### src/core/usb_ep_pkg.sv
// constants and carrier types of the usb endpoint bookkeeping block
`default_nettype none
package usb_ep_pkg;
    // register indices; byte address on the bus is four times the index
    localparam logic [5:0] IDX_ISTAT = 6'h20;
    localparam logic [5:0] IDX_IMASK = 6'h21;
    localparam logic [5:0] IDX_CTL   = 6'h22;
    localparam logic [5:0] IDX_DEVICE_ADDRESS = 6'h23;
    localparam logic [5:0] IDX_LSTAT = 6'h24;
    localparam logic [5:0] IDX_EP0   = 6'h25;
    localparam logic [5:0] IDX_RXC0  = 6'h26;
    localparam logic [5:0] IDX_EP2RX = 6'h2A;
    localparam logic [5:0] IDX_RXC2  = 6'h2B;
    localparam logic [5:0] IDX_ERRS  = 6'h34;
    // per-endpoint transmit control / count indices, entry 0 unused for control
    localparam logic [5:0] IDX_TXCTL [6] = '{6'h25, 6'h28, 6'h2C, 6'h2E, 6'h30, 6'h32};
    localparam logic [5:0] IDX_TXCNT [6] = '{6'h27, 6'h29, 6'h2D, 6'h2F, 6'h31, 6'h33};
    // endpoint status encoding, also used as handshake code
    localparam logic [1:0] ST_DISABLED = 2'h0;
    localparam logic [1:0] ST_STALL    = 2'h1;
    localparam logic [1:0] ST_NAK      = 2'h2;
    localparam logic [1:0] ST_VALID    = 2'h3;
    // token kinds
    localparam logic [1:0] KIND_OUT   = 2'h0;
    localparam logic [1:0] KIND_IN    = 2'h1;
    localparam logic [1:0] KIND_SETUP = 2'h2;
    // field positions and reset values
    localparam int         ISTAT_DONE  = 7;
    localparam int         ISTAT_ERR   = 4;
    localparam int         ISTAT_RESET = 1;
    localparam int         CTL_FORCE   = 0;
    localparam logic [7:0] CTL_RESET   = 8'h06;
    localparam logic [7:0] CTL_WMASK   = 8'hCF;
    localparam logic [7:0] ISTAT_WMASK = 8'hBF;
    localparam logic [7:0] DEVICE_ADDRESS_WMASK = 8'h7F;
    localparam logic [7:0] ERRS_WMASK  = 8'h07;
    localparam logic [6:0] CNT_NARROW  = 7'h0F;
    localparam logic [6:0] CNT_WIDE    = 7'h7F;
    localparam logic [2:0] EP_WIDE     = 3'h2;
    localparam logic [2:0] EP_LAST     = 3'h5;
    localparam logic [1:0] RESP_OKAY   = 2'h0;
    localparam logic [1:0] RESP_SLVERR = 2'h2;

    // one token and its outcome from the serial engine
    typedef struct packed {
        logic       valid;
        logic [6:0] addr;
        logic [2:0] ep;
        logic [1:0] kind;
        logic [6:0] bytes;
        logic       ok;
    } xfer_t;

    // answer to the serial engine
    typedef struct packed {
        logic       valid;
        logic [1:0] code;
        logic [6:0] count;
    } hs_t;

    // whole state of the block
    typedef struct packed {
        logic [2:0]      rst_sync;
        logic            bus_rst;
        logic [7:0]      istat;
        logic [7:0]      imask;
        logic [7:0]      ctl;
        logic [7:0]      device_address;
        logic [7:0]      lstat;
        logic [7:0]      errs;
        logic [5:0]      done_tx;
        logic [5:0]      tog_tx;
        logic [5:0][1:0] stat_tx;
        logic [5:0][6:0] tx_cnt;
        logic            done_rx2;
        logic [1:0]      tog_rx;
        logic [1:0][1:0] stat_rx;
        logic [1:0][6:0] rx_cnt;
        logic            aw_got;
        logic            w_got;
        logic [5:0]      aw_idx;
        logic [7:0]      wdata;
        logic            w_en;
        logic            awready;
        logic            wready;
        logic            bvalid;
        logic [1:0]      bresp;
        logic            arready;
        logic            rvalid;
        logic [1:0]      rresp;
        logic [7:0]      rdata;
        hs_t             hs;
    } state_t;
endpackage
`default_nettype wire

### src/core/usb_ep_regs.sv
// usb endpoint status, byte counts and register map behind an axi4-lite slave
`default_nettype none
////////////////////////////////////////////////////////////////////////////////
module usb_ep_regs
    import usb_ep_pkg::*;
#(
    parameter int ADDR_W = 8
)(
    input  wire logic              CLOCK_I,
    input  wire logic              RST_N_I,
    input  wire logic [ADDR_W-1:0] AXI_AWADDR_I,
    input  wire logic              AXI_AWVALID_I,
    output var  logic              AXI_AWREADY_O,
    input  wire logic [31:0]       AXI_WDATA_I,
    input  wire logic [3:0]        AXI_WSTRB_I,
    input  wire logic              AXI_WVALID_I,
    output var  logic              AXI_WREADY_O,
    output var  logic [1:0]        AXI_BRESP_O,
    output var  logic              AXI_BVALID_O,
    input  wire logic              AXI_BREADY_I,
    input  wire logic [ADDR_W-1:0] AXI_ARADDR_I,
    input  wire logic              AXI_ARVALID_I,
    output var  logic              AXI_ARREADY_O,
    output var  logic [31:0]       AXI_RDATA_O,
    output var  logic [1:0]        AXI_RRESP_O,
    output var  logic              AXI_RVALID_O,
    input  wire logic              AXI_RREADY_I,
    input  wire logic              BUS_RESET_I,
    input  wire xfer_t             XFER_I,
    output var  hs_t               HS_O
);

    ////////////////////////////////////////////////////////////////////////////
    // helpers

    // true for any mapped register index
    function automatic logic reg_hit(input logic [5:0] idx);
        return (idx >= IDX_ISTAT) && (idx <= IDX_ERRS);
    endfunction

    // only endpoint 2 carries wide counts
    function automatic logic [6:0] cnt_mask(input logic [2:0] ep);
        return (ep == EP_WIDE) ? CNT_WIDE : CNT_NARROW;
    endfunction

    // read value of one register, unused bits zero
    function automatic logic [7:0] rd_val(input state_t s, input logic [5:0] idx);
        logic [7:0] v;
        v = 8'h00;
        unique case (idx)
            IDX_ISTAT: v = s.istat;
            IDX_IMASK: v = s.imask;
            IDX_CTL:   v = s.ctl;
            IDX_DEVICE_ADDRESS: v = s.device_address;
            IDX_LSTAT: v = s.lstat;
            IDX_EP0:   v = {s.done_tx[0], s.tog_tx[0], s.stat_tx[0], 1'b0,
                            s.tog_rx[0], s.stat_rx[0]};
            IDX_RXC0:  v = {1'b0, s.rx_cnt[0]};
            IDX_EP2RX: v = {4'h0, s.done_rx2, s.tog_rx[1], s.stat_rx[1]};
            IDX_RXC2:  v = {1'b0, s.rx_cnt[1]};
            IDX_ERRS:  v = s.errs;
            default:   v = 8'h00;
        endcase
        // endpoint transmit registers, looked up from the index tables
        for (int e = 0; e < 6; e++)
        begin
            if (e > 0 && idx == IDX_TXCTL[e])
                v = {4'h0, s.done_tx[e], s.tog_tx[e], s.stat_tx[e]};
            if (idx == IDX_TXCNT[e])
                v = {1'b0, s.tx_cnt[e]};
        end
        return v;
    endfunction

    ////////////////////////////////////////////////////////////////////////////
    // state

    state_t     s_reg;      // all flops
    state_t     s_next;     // next value
    logic       usb_rst;    // bus or forced reset level
    logic       wr_go;      // address and data both held
    logic [7:0] wd;         // write byte
    logic [2:0] ep;         // token endpoint
    logic       ri;         // receive slot: 0 for ep0, 1 for ep2
    logic       has_rx;     // endpoint has a receive side
    logic       is_rx;      // out or setup token
    logic       tok;        // token accepted for this device
    logic [1:0] code;       // handshake picked

    ////////////////////////////////////////////////////////////////////////////
    // next-state logic
    always_comb
    begin
        s_next  = s_reg;
        usb_rst = s_reg.bus_rst | s_reg.ctl[CTL_FORCE];
        wd      = s_reg.wdata;
        ep      = XFER_I.ep;
        ri      = (ep == EP_WIDE);
        has_rx  = (ep == 3'h0) || ri;
        is_rx   = (XFER_I.kind != KIND_IN);
        tok     = XFER_I.valid && !usb_rst && (ep <= EP_LAST)
                  && (XFER_I.addr == s_reg.device_address[6:0]);
        code    = ST_DISABLED;

        // pin synchroniser; a change counts once stages two and three agree
        s_next.rst_sync = {s_reg.rst_sync[1:0], BUS_RESET_I};
        if (s_reg.rst_sync[1] == s_reg.rst_sync[2])
            s_next.bus_rst = s_reg.rst_sync[2];

        // write address and data may come in either order
        if (AXI_AWVALID_I && s_reg.awready)
        begin
            s_next.aw_got = 1'b1;
            s_next.aw_idx = AXI_AWADDR_I[7:2];
        end
        if (AXI_WVALID_I && s_reg.wready)
        begin
            s_next.w_got = 1'b1;
            s_next.wdata = AXI_WDATA_I[7:0];
            s_next.w_en  = AXI_WSTRB_I[0];
        end
        if (AXI_BREADY_I && s_reg.bvalid)
            s_next.bvalid = 1'b0;
        wr_go = s_reg.aw_got && s_reg.w_got && !s_reg.bvalid;
        if (wr_go)
        begin
            s_next.aw_got = 1'b0;
            s_next.w_got  = 1'b0;
            s_next.bvalid = 1'b1;
            s_next.bresp  = reg_hit(s_reg.aw_idx) ? RESP_OKAY : RESP_SLVERR;
        end
        // ready only while the holding slot is free
        s_next.awready = !s_next.aw_got && !s_next.bvalid;
        s_next.wready  = !s_next.w_got && !s_next.bvalid;

        // register write; flags clear on a written zero, one leaves them
        if (wr_go && s_reg.w_en)
        begin
            unique case (s_reg.aw_idx)
                IDX_ISTAT: s_next.istat = s_reg.istat & (wd | ~ISTAT_WMASK);
                IDX_IMASK: s_next.imask = wd & ISTAT_WMASK;
                IDX_CTL:   s_next.ctl   = wd & CTL_WMASK;
                IDX_DEVICE_ADDRESS: s_next.device_address = wd & DEVICE_ADDRESS_WMASK;
                IDX_ERRS:  s_next.errs  = s_reg.errs & wd & ERRS_WMASK;
                IDX_EP0:
                begin
                    s_next.done_tx[0] = s_reg.done_tx[0] & wd[7];
                    s_next.tog_tx[0]  = wd[6];
                    s_next.stat_tx[0] = wd[5:4];
                    s_next.tog_rx[0]  = wd[2];
                    s_next.stat_rx[0] = wd[1:0];
                end
                IDX_EP2RX:
                begin
                    s_next.done_rx2   = s_reg.done_rx2 & wd[3];
                    s_next.tog_rx[1]  = wd[2];
                    s_next.stat_rx[1] = wd[1:0];
                end
                IDX_RXC0: s_next.rx_cnt[0] = wd[6:0] & CNT_NARROW;
                IDX_RXC2: s_next.rx_cnt[1] = wd[6:0] & CNT_WIDE;
                default:  s_next.istat = s_next.istat;
            endcase
            // transmit control and counts, upper bits dropped
            for (int e = 0; e < 6; e++)
            begin
                if (e > 0 && s_reg.aw_idx == IDX_TXCTL[e])
                begin
                    s_next.done_tx[e] = s_reg.done_tx[e] & wd[3];
                    s_next.tog_tx[e]  = wd[2];
                    s_next.stat_tx[e] = wd[1:0];
                end
                if (s_reg.aw_idx == IDX_TXCNT[e])
                    s_next.tx_cnt[e] = wd[6:0] & cnt_mask(3'(e));
            end
        end

        // flag a fresh bus reset after the write, so an event beats a same-cycle clear
        if (s_next.bus_rst && !s_reg.bus_rst)
            s_next.istat[ISTAT_RESET] = 1'b1;

        // read channel; one read in flight
        if (AXI_RREADY_I && s_reg.rvalid)
            s_next.rvalid = 1'b0;
        if (AXI_ARVALID_I && s_reg.arready)
        begin
            s_next.rvalid = 1'b1;
            s_next.rdata  = rd_val(s_reg, AXI_ARADDR_I[7:2]);
            s_next.rresp  = reg_hit(AXI_ARADDR_I[7:2]) ? RESP_OKAY : RESP_SLVERR;
        end
        s_next.arready = !s_next.rvalid;

        // usb reset wipes toggles and status; counts stay for software
        if (usb_rst)
        begin
            s_next.tog_tx  = '0;
            s_next.stat_tx = '0;
            s_next.tog_rx  = '0;
            s_next.stat_rx = '0;
        end

        // token from the serial engine; hardware wins over a same-cycle write
        s_next.hs.valid = 1'b0;
        if (tok)
        begin
            if (XFER_I.kind == KIND_SETUP)
                // setup only on ep0 and taken unless disabled
                code = (ep == 3'h0 && s_reg.stat_rx[0] != ST_DISABLED) ? ST_VALID
                                                                        : ST_DISABLED;
            else if (is_rx)
                code = has_rx ? s_reg.stat_rx[ri] : ST_DISABLED;
            else
                code = s_reg.stat_tx[ep];
            s_next.hs.valid = (code != ST_DISABLED);
            s_next.hs.code  = code;
            // limit handed to the engine: allocation or bytes to send
            s_next.hs.count = is_rx ? s_reg.rx_cnt[ri] : s_reg.tx_cnt[ep];

            if (code == ST_VALID && XFER_I.ok)
            begin
                s_next.istat[ISTAT_DONE] = 1'b1;
                s_next.lstat = {XFER_I.kind, !is_rx, 2'b00, ep};
                if (is_rx)
                begin
                    // saturate; an oversize packet would wrap otherwise
                    s_next.rx_cnt[ri] = (XFER_I.bytes > s_reg.rx_cnt[ri]) ? 7'h00
                                        : s_reg.rx_cnt[ri] - XFER_I.bytes;
                    s_next.stat_rx[ri] = ST_NAK;
                    if (ri)
                        s_next.done_rx2 = 1'b1;
                    else
                        s_next.done_tx[0] = 1'b1;
                    if (XFER_I.kind == KIND_SETUP)
                    begin
                        // setup data is data0; next expected data1
                        s_next.tog_rx[0]  = 1'b1;
                        s_next.tog_tx[0]  = 1'b1;
                        s_next.stat_tx[0] = ST_NAK;
                    end
                    else
                        s_next.tog_rx[ri] = !s_reg.tog_rx[ri];
                    if (!ri)
                        s_next.stat_tx[0] = ST_NAK;
                end
                else
                begin
                    s_next.done_tx[ep] = 1'b1;
                    s_next.tog_tx[ep]  = !s_reg.tog_tx[ep];
                    s_next.stat_tx[ep] = ST_NAK;
                    if (ep == 3'h0)
                        s_next.stat_rx[0] = ST_NAK;
                end
            end
            else if (code == ST_VALID)
                s_next.istat[ISTAT_ERR] = 1'b1;               // bad packet seen
        end
    end

    ////////////////////////////////////////////////////////////////////////////
    // state register
    always_ff @(posedge CLOCK_I or negedge RST_N_I)
    begin
        if (!RST_N_I)
        begin
            s_reg         <= '0;
            s_reg.ctl    <= CTL_RESET;
            s_reg.awready <= 1'b1;
            s_reg.wready  <= 1'b1;
            s_reg.arready <= 1'b1;
        end
        else
            s_reg <= s_next;
    end

    ////////////////////////////////////////////////////////////////////////////
    // outputs, all straight from the state flops
    assign AXI_AWREADY_O = s_reg.awready;
    assign AXI_WREADY_O  = s_reg.wready;
    assign AXI_BVALID_O  = s_reg.bvalid;
    assign AXI_BRESP_O   = s_reg.bresp;
    assign AXI_ARREADY_O = s_reg.arready;
    assign AXI_RVALID_O  = s_reg.rvalid;
    assign AXI_RRESP_O   = s_reg.rresp;
    assign AXI_RDATA_O   = {24'h000000, s_reg.rdata};
    assign HS_O          = s_reg.hs;

    ////////////////////////////////////////////////////////////////////////////
    // checks

    // ep2 receive stalled: stall answer next cycle
    stall_answer_a: assert property (@(posedge CLOCK_I) disable iff (!RST_N_I)
        tok && XFER_I.kind == KIND_OUT && ep == EP_WIDE
        && s_reg.stat_rx[1] == ST_STALL |=> HS_O.valid && HS_O.code == ST_STALL)
        else $error("stalled endpoint did not answer stall");

    // ep2 receive naked: nak answer next cycle
    nak_answer_a: assert property (@(posedge CLOCK_I) disable iff (!RST_N_I)
        tok && XFER_I.kind == KIND_OUT && ep == EP_WIDE
        && s_reg.stat_rx[1] == ST_NAK |=> HS_O.valid && HS_O.code == ST_NAK)
        else $error("naked endpoint did not answer nak");

    // ack to an out token only ever from a valid status
    ack_valid_a: assert property (@(posedge CLOCK_I) disable iff (!RST_N_I)
        tok && is_rx && has_rx && XFER_I.kind == KIND_OUT
        |=> HS_O.code == $past(s_reg.stat_rx[ri]))
        else $error("handshake code differs from status");

    // good reception leaves status at nak and done flag up
    rx_done_nak_a: assert property (@(posedge CLOCK_I) disable iff (!RST_N_I)
        tok && XFER_I.ok && XFER_I.kind == KIND_OUT && ep == EP_WIDE
        && s_reg.stat_rx[1] == ST_VALID |=> s_reg.stat_rx[1] == ST_NAK && s_reg.done_rx2)
        else $error("good reception did not nak and flag");

    // remaining count is allocation minus bytes
    rx_remain_a: assert property (@(posedge CLOCK_I) disable iff (!RST_N_I)
        tok && XFER_I.ok && XFER_I.kind == KIND_OUT && ep == EP_WIDE
        && s_reg.stat_rx[1] == ST_VALID && XFER_I.bytes <= s_reg.rx_cnt[1]
        |=> s_reg.rx_cnt[1] == $past(s_reg.rx_cnt[1]) - $past(XFER_I.bytes))
        else $error("receive count not decremented by bytes");

    // in token hands over the transmit count
    tx_count_a: assert property (@(posedge CLOCK_I) disable iff (!RST_N_I)
        tok && XFER_I.kind == KIND_IN |=> HS_O.count == $past(s_reg.tx_cnt[ep]))
        else $error("transmit count not presented");

    // narrow counts rx0 and tx3 never show upper bits
    cnt_upper_a: assert property (@(posedge CLOCK_I) disable iff (!RST_N_I)
        s_reg.rx_cnt[0][6:4] == 3'h0 && s_reg.tx_cnt[3][6:4] == 3'h0)
        else $error("narrow count upper bits set");

    // reset level clears low control bits by the next edge
    usb_reset_a: assert property (@(posedge CLOCK_I) disable iff (!RST_N_I)
        usb_rst |=> s_reg.stat_rx == '0 && s_reg.stat_tx == '0
        && s_reg.tog_rx == '0 && s_reg.tog_tx == '0)
        else $error("usb reset left control bits set");

    // count write lands masked next edge
    cnt_write_a: assert property (@(posedge CLOCK_I) disable iff (!RST_N_I)
        wr_go && s_reg.w_en && s_reg.aw_idx == IDX_RXC2 && !tok
        |=> s_reg.rx_cnt[1] == ($past(s_reg.wdata[6:0]) & CNT_WIDE))
        else $error("count write not stored");

endmodule
`default_nettype wire

### config.mk
export PLATFORM = sky130hd
export DESIGN_NAME = usb_ep_regs
export DESIGN_NICKNAME = d
export VERILOG_FILES = /design/src/core/usb_ep_pkg.sv /design/src/core/usb_ep_regs.sv
export SDC_FILE = /design/constraint.sdc
export NUM_CORES = 1
export LEC_CHECK = 0
export BUFFER_PORTS_ARGS = -buffer_cell sky130_fd_sc_hd__buf_2
export CAP_MARGIN = 10
export CORE_MARGIN = 2
export CORE_UTILIZATION = 40
export DETAILED_ROUTE_END_ITERATION = 7
export GPL_TIMING_DRIVEN = 0
export SLEW_MARGIN = 0
export SYNTH_ARGS = -nofsm -noshare
export SYNTH_HDL_FRONTEND = slang
export SYNTH_SLANG_ARGS = --single-unit
### constraint.sdc
create_clock -name CLOCK_I -period 2.6 [get_ports CLOCK_I]
set_input_delay 0.52 -clock CLOCK_I [delete_from_list [all_inputs] [get_ports CLOCK_I]]
set_output_delay 0.52 -clock CLOCK_I [all_outputs]
set_load 0.05 [all_outputs]
==> out/qor.csv, run 1 <==
stage,metric,value,unit
sta,Pins Over Slew Limit,0,
detailed_routing,ANT nets after route,0,
global_route,first-pass GRT wire length,45400,um
synth,synth warn,0,
final_layout,multi-input logic area,4771,um^2
sta,Slew headroom,45.00,%
setup_path,arrival time worst endpoint,2980,ps
final_layout,area delta synth->final,22.71,%
global_route,overall global routing resource usage,25.72,%
final_layout,most frequent cells in the layout,"dfrtp_1 (149), mux2_2 (83), buf_4 (72)",
run_status,status,finished with violations,
setup_path,CP Max Fanout,5,
sta,Highest Clock Rate,377.4,MHz
clock_network,clock buffer count from CTS,17,
detailed_routing,routed wire length,30300,um
placement,detailed-placement wirelength estimate,22280,um
setup_path,R2R Setup Slk,-50,ps
synth,#FFs+latches synth,154,
global_route,GRT busiest layer,met2,
run_status,failing checks,"hold timing, setup timing",
pwr,peak supply drop,0.5250,mV
global_route,GR Util met1,34.61,%
synth,largest area contributor in the netlist,dfrtp_1,
final_layout,final-layout fill cell count,2078,
sta,final setup fails,8,
sta,Final min period,2650,ps
global_route,largest net degree at the start of global routing,95,
sta,final hold vios,1,
setup_path,Setup CP Type,register to register,
floorplanning,# IOs,132,
detailed_routing,wire per inst,22.88,um
detailed_routing,vias per std cell,5.800,
clock_network,root buf cell,clkbuf_16,
global_route,gr ovfl total,0,
clock_network,clock-pin slew on the worst setup and hold paths,60,ps
floorplanning,Die Wd,153.0,um
setup_path,Critical Path RT,2930,ps
sta,Hold Worst Slack,-1.103,ps
sta,Final WS setup,-50.05,ps
global_route,met3 global-route usage,4.792,%
detailed_routing,DRT Pass-1 Iters,6,
floorplanning,Starting Density,40.67,%
global_route,antenna violations before repair,0,
clock_network,CTS max path bufs,2,
final_layout,max reg flops,119,
floorplanning,DIE AREA,23400,um^2
synth,top-area cell type share of the netlist area,42.01,%
setup_path,critical path startpoint category,register,
global_route,vias in the first global route,7394,
detailed_routing,Initial DRC Count,605,
sta,Final period util,101.9,%
clock_network,clk_lat worst skew,440,ps
synth,largest cells by area after synthesis,"dfrtp_1 (42%), mux2_2 (11%), mux2i_1 (6.3%), buf_4 (4.0%), o21ai_0 (3.3%)",
pwr,Cell Pwr Density,769.2,nW/um^2
sta,Clock Skews,9.343,ps
final_layout,Reg area,3860,um^2
setup_path,crit end category,register,
job,max-cap viol count,0,
final_layout,NumNets Final,1123,
final_layout,"commonest non-fill, non-tap cell in the layout",dfrtp_1,
global_route,met2 Resource Use GR,41.26,%
synth,average size of a mapped cell,9.984,um^2
floorplanning,DIE HEIGHT,153.0,um
clock_network,Max H-tree Level,4,
detailed_routing,routed via count,7679,
sta,Slew @ Worst Pin,825.1,ps
sta,RSZ-0062 raised after global routing,true,
floorplanning,core area,21820,um^2
detailed_routing,DRC Markers,0,
clock_network,hold buffers post-CTS,0,
floorplanning,Row Count,54,
synth,share of the yosys chip area belonging to registers,43.49,%
min_path,Hold Path Class,primary input to async pin,
synth,number of enable flip-flop cells after synthesis,0,
synth,Post-Syn Area,8876,um^2
placement,GPL Wtd Cong,0.9798,
synth,Cells after Synth,889,
placement,port bufs,71,
clock_network,clock sink total,154,
pwr,Pleak,4.942,nW
synth,Yosys cell types,70,
final_layout,share of layout cells above drive strength 1,32.47,%
clock_network,CTS tree,done,
synth,"Async S/R FF share, synth",100.0,%
final_layout,ant diodes,0,
sta,Setup TNS,-234.0,ps
synth,Main synth FF type,dfrtp_1,
==> cells in the mapped netlist, types with 5 or more instances <==
cell,count
o21ai_0,58
xnor2_1,7
mux2i_1,56
nor2_1,55
o31ai_1,5
a22oi_1,8
inv_1,21
buf_4,47
clkbuf_1,42
or2_2,7
a21oi_1,40
o21a_1,9
nand2_1,72
nor3b_1,5
dfrtp_1,149
nor3_1,17
buf_1,6
mux2_2,84
nand3_1,19
nand4b_1,5
o22ai_1,8
nand2b_1,11
or3_1,10
o211ai_1,5
and3_1,9
ha_1,7
a211oi_1,13
nand3b_1,5
nor2b_1,14
a31oi_1,10
dfstp_2,5
==> cell families after synthesis <==
| logic type | count (synthesis) | share of synthesized area, % |
|---|---|---|
| AOI/OAI and AO/OA | 202 | 14.75 |
| xor gates and xnor gates | 10 | 0.9868 |
| adders and majority gates | 8 | 1.212 |
| buffers and inverters | 118 | 7.076 |
| DFF | 154 | 43.49 |
| muxes | 143 | 17.73 |
| other | 1 | 0.04225 |
| and+or+nand+nor | 253 | 14.72 |
==> critical path, cell delays in order, from the launching register on <==
cell,delay (ps)
dfrtp_1,450
nor2_4,190
nand3_1,150
or4b_4,590
or4_4,490
or4_4,480
and3_4,190
==> repair_timing <==
item                                    4_1_cts  5_1_grt
gates resized for setup                      33       57
cloned                                        1        0
buffers inserted                             13       17
pin swaps                                     3       15
endpoints found under the setup margin       59       61
==> routing by layer <==
| metal | share of wire, % | wire (um) | vias up |
|---|---|---|---|
| li1 | - | - | 3445 |
| met1 | 43 | 12980 | 3818 |
| met2 | 46 | 14050 | 341 |
| met3 | 6.7 | 2025 | 75 |
| met4 | 4.1 | 1241 | 0 |
| met5 | 0 | 0 | - |
==> cell type report <==
| class | instances | area share, % |
|---|---|---|
| sequential | 154 | 35.44 |
| multi-input combinational | 642 | 43.80 |
| timing repair buffer | 103 | 6.180 |
| buffer | 95 | 5.480 |
| clock inverter | 6 | 0.8271 |
| inverter | 21 | 0.7582 |
| clock buffer | 23 | 4.296 |
| tap | 280 | 3.217 |
==> worst paths after layout <==
path                                           end             startpoint  depth (start not counted)
min in group CLOCK_I         s_next[181]$_DFF_PN0_            BUS_RESET_I                          1
setup / recovery              s_reg[109]$_DFF_PN0_   s_reg[179]$_DFF_PN0_                          6
hold reg to reg              s_next[182]$_DFF_PN0_  s_next[181]$_DFF_PN0_                          0
max in group asynchronous  AXI_AWREADY_O$_DFF_PN1_                RST_N_I                          2
setup reg to reg              s_reg[109]$_DFF_PN0_   s_reg[179]$_DFF_PN0_                          6
hold / removal                 HS_O[1]$_DFFE_PN0P_                RST_N_I                          1
==> report_power, final <==
part / internal [mW] / switching [mW]
clock network: 1.45 / 1.00
registers: 2.86 / 0.514
logic: 0.949 / 1.60
total: 5.26 / 3.12
==> per-stage QoR <==
stage / area (um^2) / setup slack, ps / instances / total power, mW / utilization [%]
6_report: 10890 / -50.05 / 1324 / 8.378 / 49.91
5_1_grt: 10890 / -115.2 / 1324 / 8.736 / 49.91
4_1_cts: 10580 / -139.5 / 1309 / 8.269 / 48.47
3_5_place_dp: 9787 / -756.2 / 1267 / 5.738 / 44.85
3_3_place_gp: 9736 / -1446 / 1265 / 5.699 / 44.61
2_1_floorplan: 9030 / -144.2 / 914 / 4.834 / -
Note: power is estimated with default switching activity, not from simulation.
==> run 2: changes to the inputs <==
CELL_PAD_IN_SITES_DETAIL_PLACEMENT = 2   (was unset)
CELL_PAD_IN_SITES_GLOBAL_PLACEMENT = 2   (was unset)
CORE_UTILIZATION = 33   (was 40)
GPL_TIMING_DRIVEN = unset   (was 0)
PLACE_DENSITY_LB_ADDON = 0.1   (was unset)
==> run 2 against run 1 <==
Effect of this change:
- the flow finishes with violations (setup timing)
- final cell count increased by 4.7%
- power grew 1.7%
- first-iteration DRC count decreased by 19%
- global-route usage decreased by 0.29 points
- cell area is 1.2% higher
- critical endpoint unchanged
==> out/qor.csv, run 2 (synthesis gave the netlist of run 1 again) <==
stage,metric,value,unit,change
final_layout,area delta synth->final,24.22,%,
min_path,Hold Path Class,primary input to async pin,,
floorplanning,# IOs,132,,unchanged
global_route,largest net degree at the start of global routing,56,,-41%
detailed_routing,vias per std cell,5.545,,-4.4%
clock_network,clock-pin slew on the worst setup and hold paths,70,ps,about the same
setup_path,crit-path max cell delay,550,ps,-40 ps
setup_path,CP Cell Sequence,xnor2_2 -> nand4_1 -> buf_6 -> or4b_4 -> or4_4 -> or4_4 -> and3_4,,
run_status,status,finished with violations,,
setup_path,WP buf/inv,1,,+1
clock_network,CTS max path bufs,2,,unchanged
sta,Hold Worst Slack,67.01,ps,+68.11 ps
sta,Slew @ Worst Pin,1029,ps,+204.0 ps
detailed_routing,DRC Markers,0,,unchanged
placement,GPL Wtd Cong,0.8875,,-9.4%
global_route,gr ovfl total,0,,unchanged
setup_path,arrival time worst endpoint,3050,ps,+70 ps
final_layout,NumNets Final,1121,,-0.18%
sta,RSZ-0062 raised after global routing,true,,
setup_path,cell depth of the worst setup path,7,,+1
sta,Final WS setup,-127.9,ps,-77.88 ps
setup_path,FF-to-FF Start,s_reg[151]$_DFFE_PN0P_,,
final_layout,final-layout fill cell count,2810,,+35%
global_route,antenna violations before repair,0,,unchanged
final_layout,most frequent cells in the layout,"dfrtp_1 (149), buf_4 (110), mux2_2 (84)",,
setup_path,Worst path top cell family by delay,simple AND/OR/NAND/NOR gates,,
pwr,Pleak,5.045,nW,+2.1%
global_route,GRT busiest layer,met2,,
final_layout,max reg flops,119,,unchanged
clock_network,Max H-tree Level,4,,unchanged
setup_path,CP Max Fanout,4,,-1
clock_network,hold buffers post-CTS,0,,unchanged
floorplanning,Row Count,60,,+11%
floorplanning,core area,26650,um^2,+22%
floorplanning,DIE AREA,28230,um^2,+21%
detailed_routing,routed via count,7686,,+0.091%
sta,Pins Over Slew Limit,0,,unchanged
sta,Highest Clock Rate,366.6,MHz,-2.9%
global_route,GR Util met1,32.33,%,-2.3 points
setup_path,Setup CP Type,register to register,,
final_layout,Reg area,3860,um^2,unchanged
pwr,Cell Pwr Density,772.8,nW/um^2,+0.47%
clock_network,clk_lat worst skew,430,ps,about the same
placement,placed cell area,10190,um^2,+4.2%
setup_path,CP dominant cell by count,or4_4,,
final_layout,Final Instance Area,11030,um^2,+1.2%
sta,final hold vios,0,,-1
detailed_routing,DRT Pass-1 Iters,5,,-1
detailed_routing,Initial DRC Count,490,,-19%
global_route,vias in the first global route,8581,,+16%
clock_network,clock buffer count from CTS,17,,unchanged
sta,Clock Skews,11.96,ps,+2.614 ps
global_route,met3 global-route usage,2.915,%,-1.9 points
final_layout,"commonest non-fill, non-tap cell in the layout",dfrtp_1,,
sta,Final period util,104.9,%,+3.0 points
placement,detailed-placement wirelength estimate,26820,um,+20%
final_layout,fin util,41.37,%,-8.5 points
final_layout,multi-input logic area,4683,um^2,-1.8%
final_layout,share of layout cells above drive strength 1,35.41,%,+2.9 points
setup_path,crit end category,register,,
floorplanning,Die Wd,168.0,um,+9.8%
setup_path,Critical Path RT,2930,ps,about the same
pwr,Total Power,8.521,mW,+1.7%
sta,Slew headroom,31.39,%,-14 points
global_route,first-pass GRT wire length,53610,um,+18%
clock_network,clock sink total,154,,unchanged
detailed_routing,routed wire length,35470,um,+17%
global_route,met2 Resource Use GR,44.34,%,+3.1 points
floorplanning,Starting Density,33.31,%,-7.4 points
setup_path,slowest CP cell,or4_4,,
setup_path,R2R Setup Slk,-130,ps,-80 ps
final_layout,ant diodes,0,,unchanged
floorplanning,DIE HEIGHT,168.0,um,+9.8%
global_route,overall global routing resource usage,25.43,%,-0.29 points
sta,Final min period,2728,ps,+77.88 ps
sta,final setup fails,14,,+6
clock_network,root buf cell,clkbuf_16,,
job,max-cap viol count,0,,unchanged
clock_network,CTS tree,done,,
setup_path,FF-to-FF path depth,7,,+1
setup_path,critical path startpoint category,register,,
detailed_routing,ANT nets after route,0,,unchanged
setup_path,RR Endpoint,s_reg[109]$_DFF_PN0_,,
detailed_routing,wire per inst,25.59,um,+12%
pwr,peak supply drop,0.4936,mV,-6.0%
placement,port bufs,74,,+4.2%
run_status,failing checks,setup timing,,
[run 2: cell types whose count changed in the layout (fill, tap and decap cells not counted), moves of 3 or more]
cell	previous run	this run
clkbuf_1	39	0
nor2_1	51	55
nor3_2	5	1
inv_6	2	6
buf_12	2	5
buf_1	5	0
clkinv_4	0	3
buf_4	72	110
buf_2	69	73
[run 2: layout make-up]
type | instances | area share [%]
clock inverters | 15 | 1.419
repair buffers | 196 | 12.65
clock buffers | 17 | 3.858
flip-flops and latches | 154 | 35.01
multi-input cells | 642 | 42.48
well taps | 341 | 3.870
inverters | 21 | 0.7149
[run 2: what timing repair did]
action / in CTS / in global routing
buffers inserted: 4 / 3
setup endpoints to repair: 34 / 40
pin swaps: 5 / 2
cloned: 0 / 1
gates resized for setup: 21 / 22
[run 2: worst max path at each step]
stage               slack (ps)                   end                    from
floorplan                 -140  s_reg[109]$_DFF_PN0_              XFER_I[12]
global placement          -400   s_reg[50]$_DFF_PN0_              XFER_I[11]
detailed placement        -470   s_reg[50]$_DFF_PN0_              XFER_I[11]
CTS                       -120  s_reg[109]$_DFF_PN0_  s_reg[153]$_DFFE_PN0P_
global route              -170  s_reg[109]$_DFF_PN0_  s_reg[151]$_DFFE_PN0P_
finish                    -130  s_reg[109]$_DFF_PN0_  s_reg[151]$_DFFE_PN0P_
[run 2: worst reg2reg max path, stage by stage (launching register included)]
cell,delay (ps)
dfrtp_1,410
xnor2_2,160
nand4_1,130
buf_6,160
or4b_4,530
or4_4,550
or4_4,480
and3_4,200
[run 2: stage by stage]
| step | std cells | setup slack (ps) | setup TNS (ps) |
|---|---|---|---|
| floorplan | 914 | -144.2 | -523.9 |
| global placement | 1346 | -400.4 | -12290 |
| detailed placement | 1346 | -472.6 | -15280 |
| CTS | 1382 | -120.0 | -707.8 |
| global route | 1386 | -172.6 | -2215 |
| finish | 1386 | -127.9 | -832.0 |
[run 2: power breakdown]
part | switching (mW) | total, mW | internal (mW)
Combinational | 1.54 | 2.48 | 0.944
Clock | 1.18 | 2.54 | 1.35
Sequential | 0.653 | 3.50 | 2.85
Total | 3.37 | 8.52 | 5.15
[run 2: routing by layer]
| metal | up-vias | wire [um] |
|---|---|---|
| li1 | 3459 | - |
| met5 | - | 0 |
| met3 | 47 | 1007 |
| met2 | 163 | 17940 |
| met1 | 4017 | 15370 |
| met4 | 0 | 1147 |
==> run 3: changes to the inputs <==
clock period = 2.2 ns   (was 2.6 ns; I/O delays follow)
==> run 3 against run 2 <==
Effect of this change:
- register-to-register slack worse by 440 ps
- critical path depth unchanged
- highest routed layer unchanged
- largest cell class unchanged
- the flow finishes with violations (hold timing, setup timing)
- worst hold slack worse by 85 ps
- largest power group unchanged
- power rose by 22%
==> out/qor.csv, run 3 (synthesis gave the netlist of run 1 again) <==
stage,metric,value,unit,change
pwr,switching part of the total,38.94,%,-0.64 points
final_layout,fin util,43.64,%,+2.3 points
floorplanning,core area,26650,um^2,unchanged
pwr,peak supply drop,0.6249,mV,+27%
job,max-cap viol count,0,,unchanged
sta,Final min period,2767,ps,+39.39 ps
detailed_routing,wire per inst,26.12,um,+2.1%
sta,Slew @ Worst Pin,1025,ps,-4.463 ps
pwr,clock share of power,29.3,%,-0.5 points
floorplanning,DIE HEIGHT,168.0,um,unchanged
global_route,first-pass GRT wire length,57790,um,+7.8%
sta,Pins Over Slew Limit,0,,unchanged
placement,port bufs,74,,unchanged
sta,Highest Clock Rate,361.4,MHz,-1.4%
detailed_routing,vias per std cell,5.568,,+0.41%
sta,final setup fails,55,,+41
sta,RSZ-0062 raised after global routing,true,,
global_route,overall global routing resource usage,27.56,%,+2.1 points
sta,Hold Worst Slack,-17.98,ps,-84.98 ps
detailed_routing,DRC Markers,0,,unchanged
clock_network,clock-pin slew on the worst setup and hold paths,70,ps,about the same
setup_path,arrival time worst endpoint,3100,ps,+50 ps
pwr,Pleak,5.401,nW,+7.0%
global_route,gr ovfl total,0,,unchanged
setup_path,R2R Setup Slk,-570,ps,-440 ps
run_status,status,finished with violations,,
setup_path,FF-to-FF Start,s_reg[155]$_DFFE_PN0P_,,
final_layout,ant diodes,0,,unchanged
global_route,antenna violations before repair,0,,unchanged
setup_path,critical path startpoint category,register,,
pwr,cell-internal power,6.369,mW,+24%
sta,Clock Skews,14.70,ps,+2.742 ps
setup_path,CP Max Fanout,4,,unchanged
clock_network,Max H-tree Level,4,,unchanged
setup_path,Setup CP Type,register to register,,
placement,dpl cells,1405,,+4.4%
global_route,vias in the first global route,9201,,+7.2%
detailed_routing,DRT Pass-1 Iters,5,,unchanged
floorplanning,DIE AREA,28230,um^2,unchanged
setup_path,crit end category,register,,
floorplanning,Row Count,60,,unchanged
final_layout,"non-filler cells, final",1449,,+4.5%
sta,Slew headroom,31.69,%,+0.30 points
final_layout,most frequent cells in the layout,"buf_4 (169), dfrtp_1 (149), mux2_2 (84)",,
sta,Final WS setup,-567.3,ps,-439.4 ps
setup_path,Critical Path RT,2530,ps,-400 ps
clock_network,CTS max path bufs,2,,unchanged
clock_network,root buf cell,clkbuf_16,,
detailed_routing,ANT nets after route,0,,unchanged
clock_network,clk_lat worst skew,440,ps,about the same
final_layout,NumNets Final,1184,,+5.6%
pwr,Cell Pwr Density,896.9,nW/um^2,+16%
setup_path,FF-to-FF path depth,7,,unchanged
min_path,Hold Path Class,primary input to async pin,,
placement,detailed-placement wirelength estimate,29010,um,+8.2%
final_layout,share of layout cells above drive strength 1,40.34,%,+4.9 points
clock_network,clock sink total,154,,unchanged
run_status,failing checks,"hold timing, setup timing",,
pwr,Seq pwr share,39.6,%,-1.5 points
final_layout,area delta synth->final,31.03,%,
global_route,largest net degree at the start of global routing,56,,unchanged
setup_path,RR Endpoint,s_reg[109]$_DFF_PN0_,,
detailed_routing,routed wire length,37860,um,+6.7%
detailed_routing,Initial DRC Count,467,,-4.7%
floorplanning,# IOs,132,,unchanged
final_layout,max reg flops,119,,unchanged
clock_network,hold buffers post-CTS,0,,unchanged
floorplanning,Die Wd,168.0,um,unchanged
setup_path,Critical Path Start,s_reg[155]$_DFFE_PN0P_,,
detailed_routing,routed via count,8068,,+5.0%
floorplanning,Starting Density,33.31,%,unchanged
sta,final hold vios,11,,+11
placement,GPL Wtd Cong,0.9459,,+6.6%
sta,Final period util,125.8,%,+21 points
pwr,combinational group share of total power,31.1,%,+2.0 points
final_layout,"commonest non-fill, non-tap cell in the layout",buf_4,,
clock_network,clock buffer count from CTS,17,,unchanged
pwr,P_sw,4.062,mW,+20%
clock_network,CTS tree,done,,
==> run 3: cell types whose count changed in the layout (fill, tap and decap cells not counted), sizes merged <==
cell and change:
clkinv -3, clkbuf +2, buf +64
==> run 3: cell type report <==
cell class	instances	area (um^2)
Clock buffer	20	466.7
Clock inverter	12	128.9
Fill cell	2865	15020
Inverter	21	78.83
Multi-Input combinational cell	642	4765
Sequential cell	154	3860
Tap cell	341	426.7
Timing Repair Buffer	259	1904
==> run 3: stage by stage <==
| stage | hold slack [ps] | total power [mW] | setup WS, ps | area [um^2] | TNS (ps) |
|---|---|---|---|---|---|
| floorplan | 144.4 | 5.734 | -464.1 | 9081 | -11660 |
| global placement | 336.6 | 7.152 | -731.2 | 10720 | -29370 |
| detailed placement | 341.1 | 7.340 | -720.7 | 10720 | -30790 |
| CTS | 2.776 | 10.47 | -553.1 | 11490 | -19860 |
| global route | 14.57 | 10.91 | -641.7 | 11630 | -26320 |
| finish | -17.98 | 10.43 | -567.3 | 11630 | -21650 |
==> run 3: repair_timing <==
item / 4_1_cts / 5_1_grt
gates cloned: 1 / 0
gates resized for setup: 39 / 25
setup endpoints to repair: 68 / 61
pin swaps: 5 / 1
buffers inserted: 5 / 7
==> run 3: critical path, stage by stage (launching register included) <==
cell,delay (ps)
dfrtp_1,420
nor2_2,130
buf_4,160
nand3_1,130
or4b_4,590
or4_4,560
or4_4,470
and3_4,200
==> run 3: how the worst max path moves through the flow <==
| stage | depth (start not counted) | to | slack (ps) |
|---|---|---|---|
| 2_1_floorplan | 7 | s_reg[109]$_DFF_PN0_ | -460 |
| 3_3_place_gp | 7 | s_reg[59]$_DFF_PN0_ | -730 |
| 3_5_place_dp | 8 | s_reg[117]$_DFF_PN0_ | -720 |
| 4_1_cts | 7 | s_reg[109]$_DFF_PN0_ | -550 |
| 5_1_grt | 7 | s_reg[109]$_DFF_PN0_ | -640 |
| 6_report | 7 | s_reg[109]$_DFF_PN0_ | -570 |
==> run 3: power groups by stage <==
stage                     Combinational (mW)  Sequential [mW]  Clock [mW]
after floorplan                         1.88             3.85           0
after global placement                  3.03             4.12           0
after detailed placement                3.18             4.16           0
after CTS                               3.22             4.12        3.12
after global routing                    3.48             4.19        3.24
final                                   3.25             4.13        3.05
==> run 3: metal layers <==
| metal | wire length, um | track usage [%] | vias to the layer above |
|---|---|---|---|
| met3 | 1509 | 4.231 | 73 |
| li1 | - | - | 3576 |
| met5 | 0 | 0 | - |
| met2 | 19450 | 48.53 | 201 |
| met1 | 15240 | 33.12 | 4218 |
| met4 | 1661 | 12.93 | 0 |
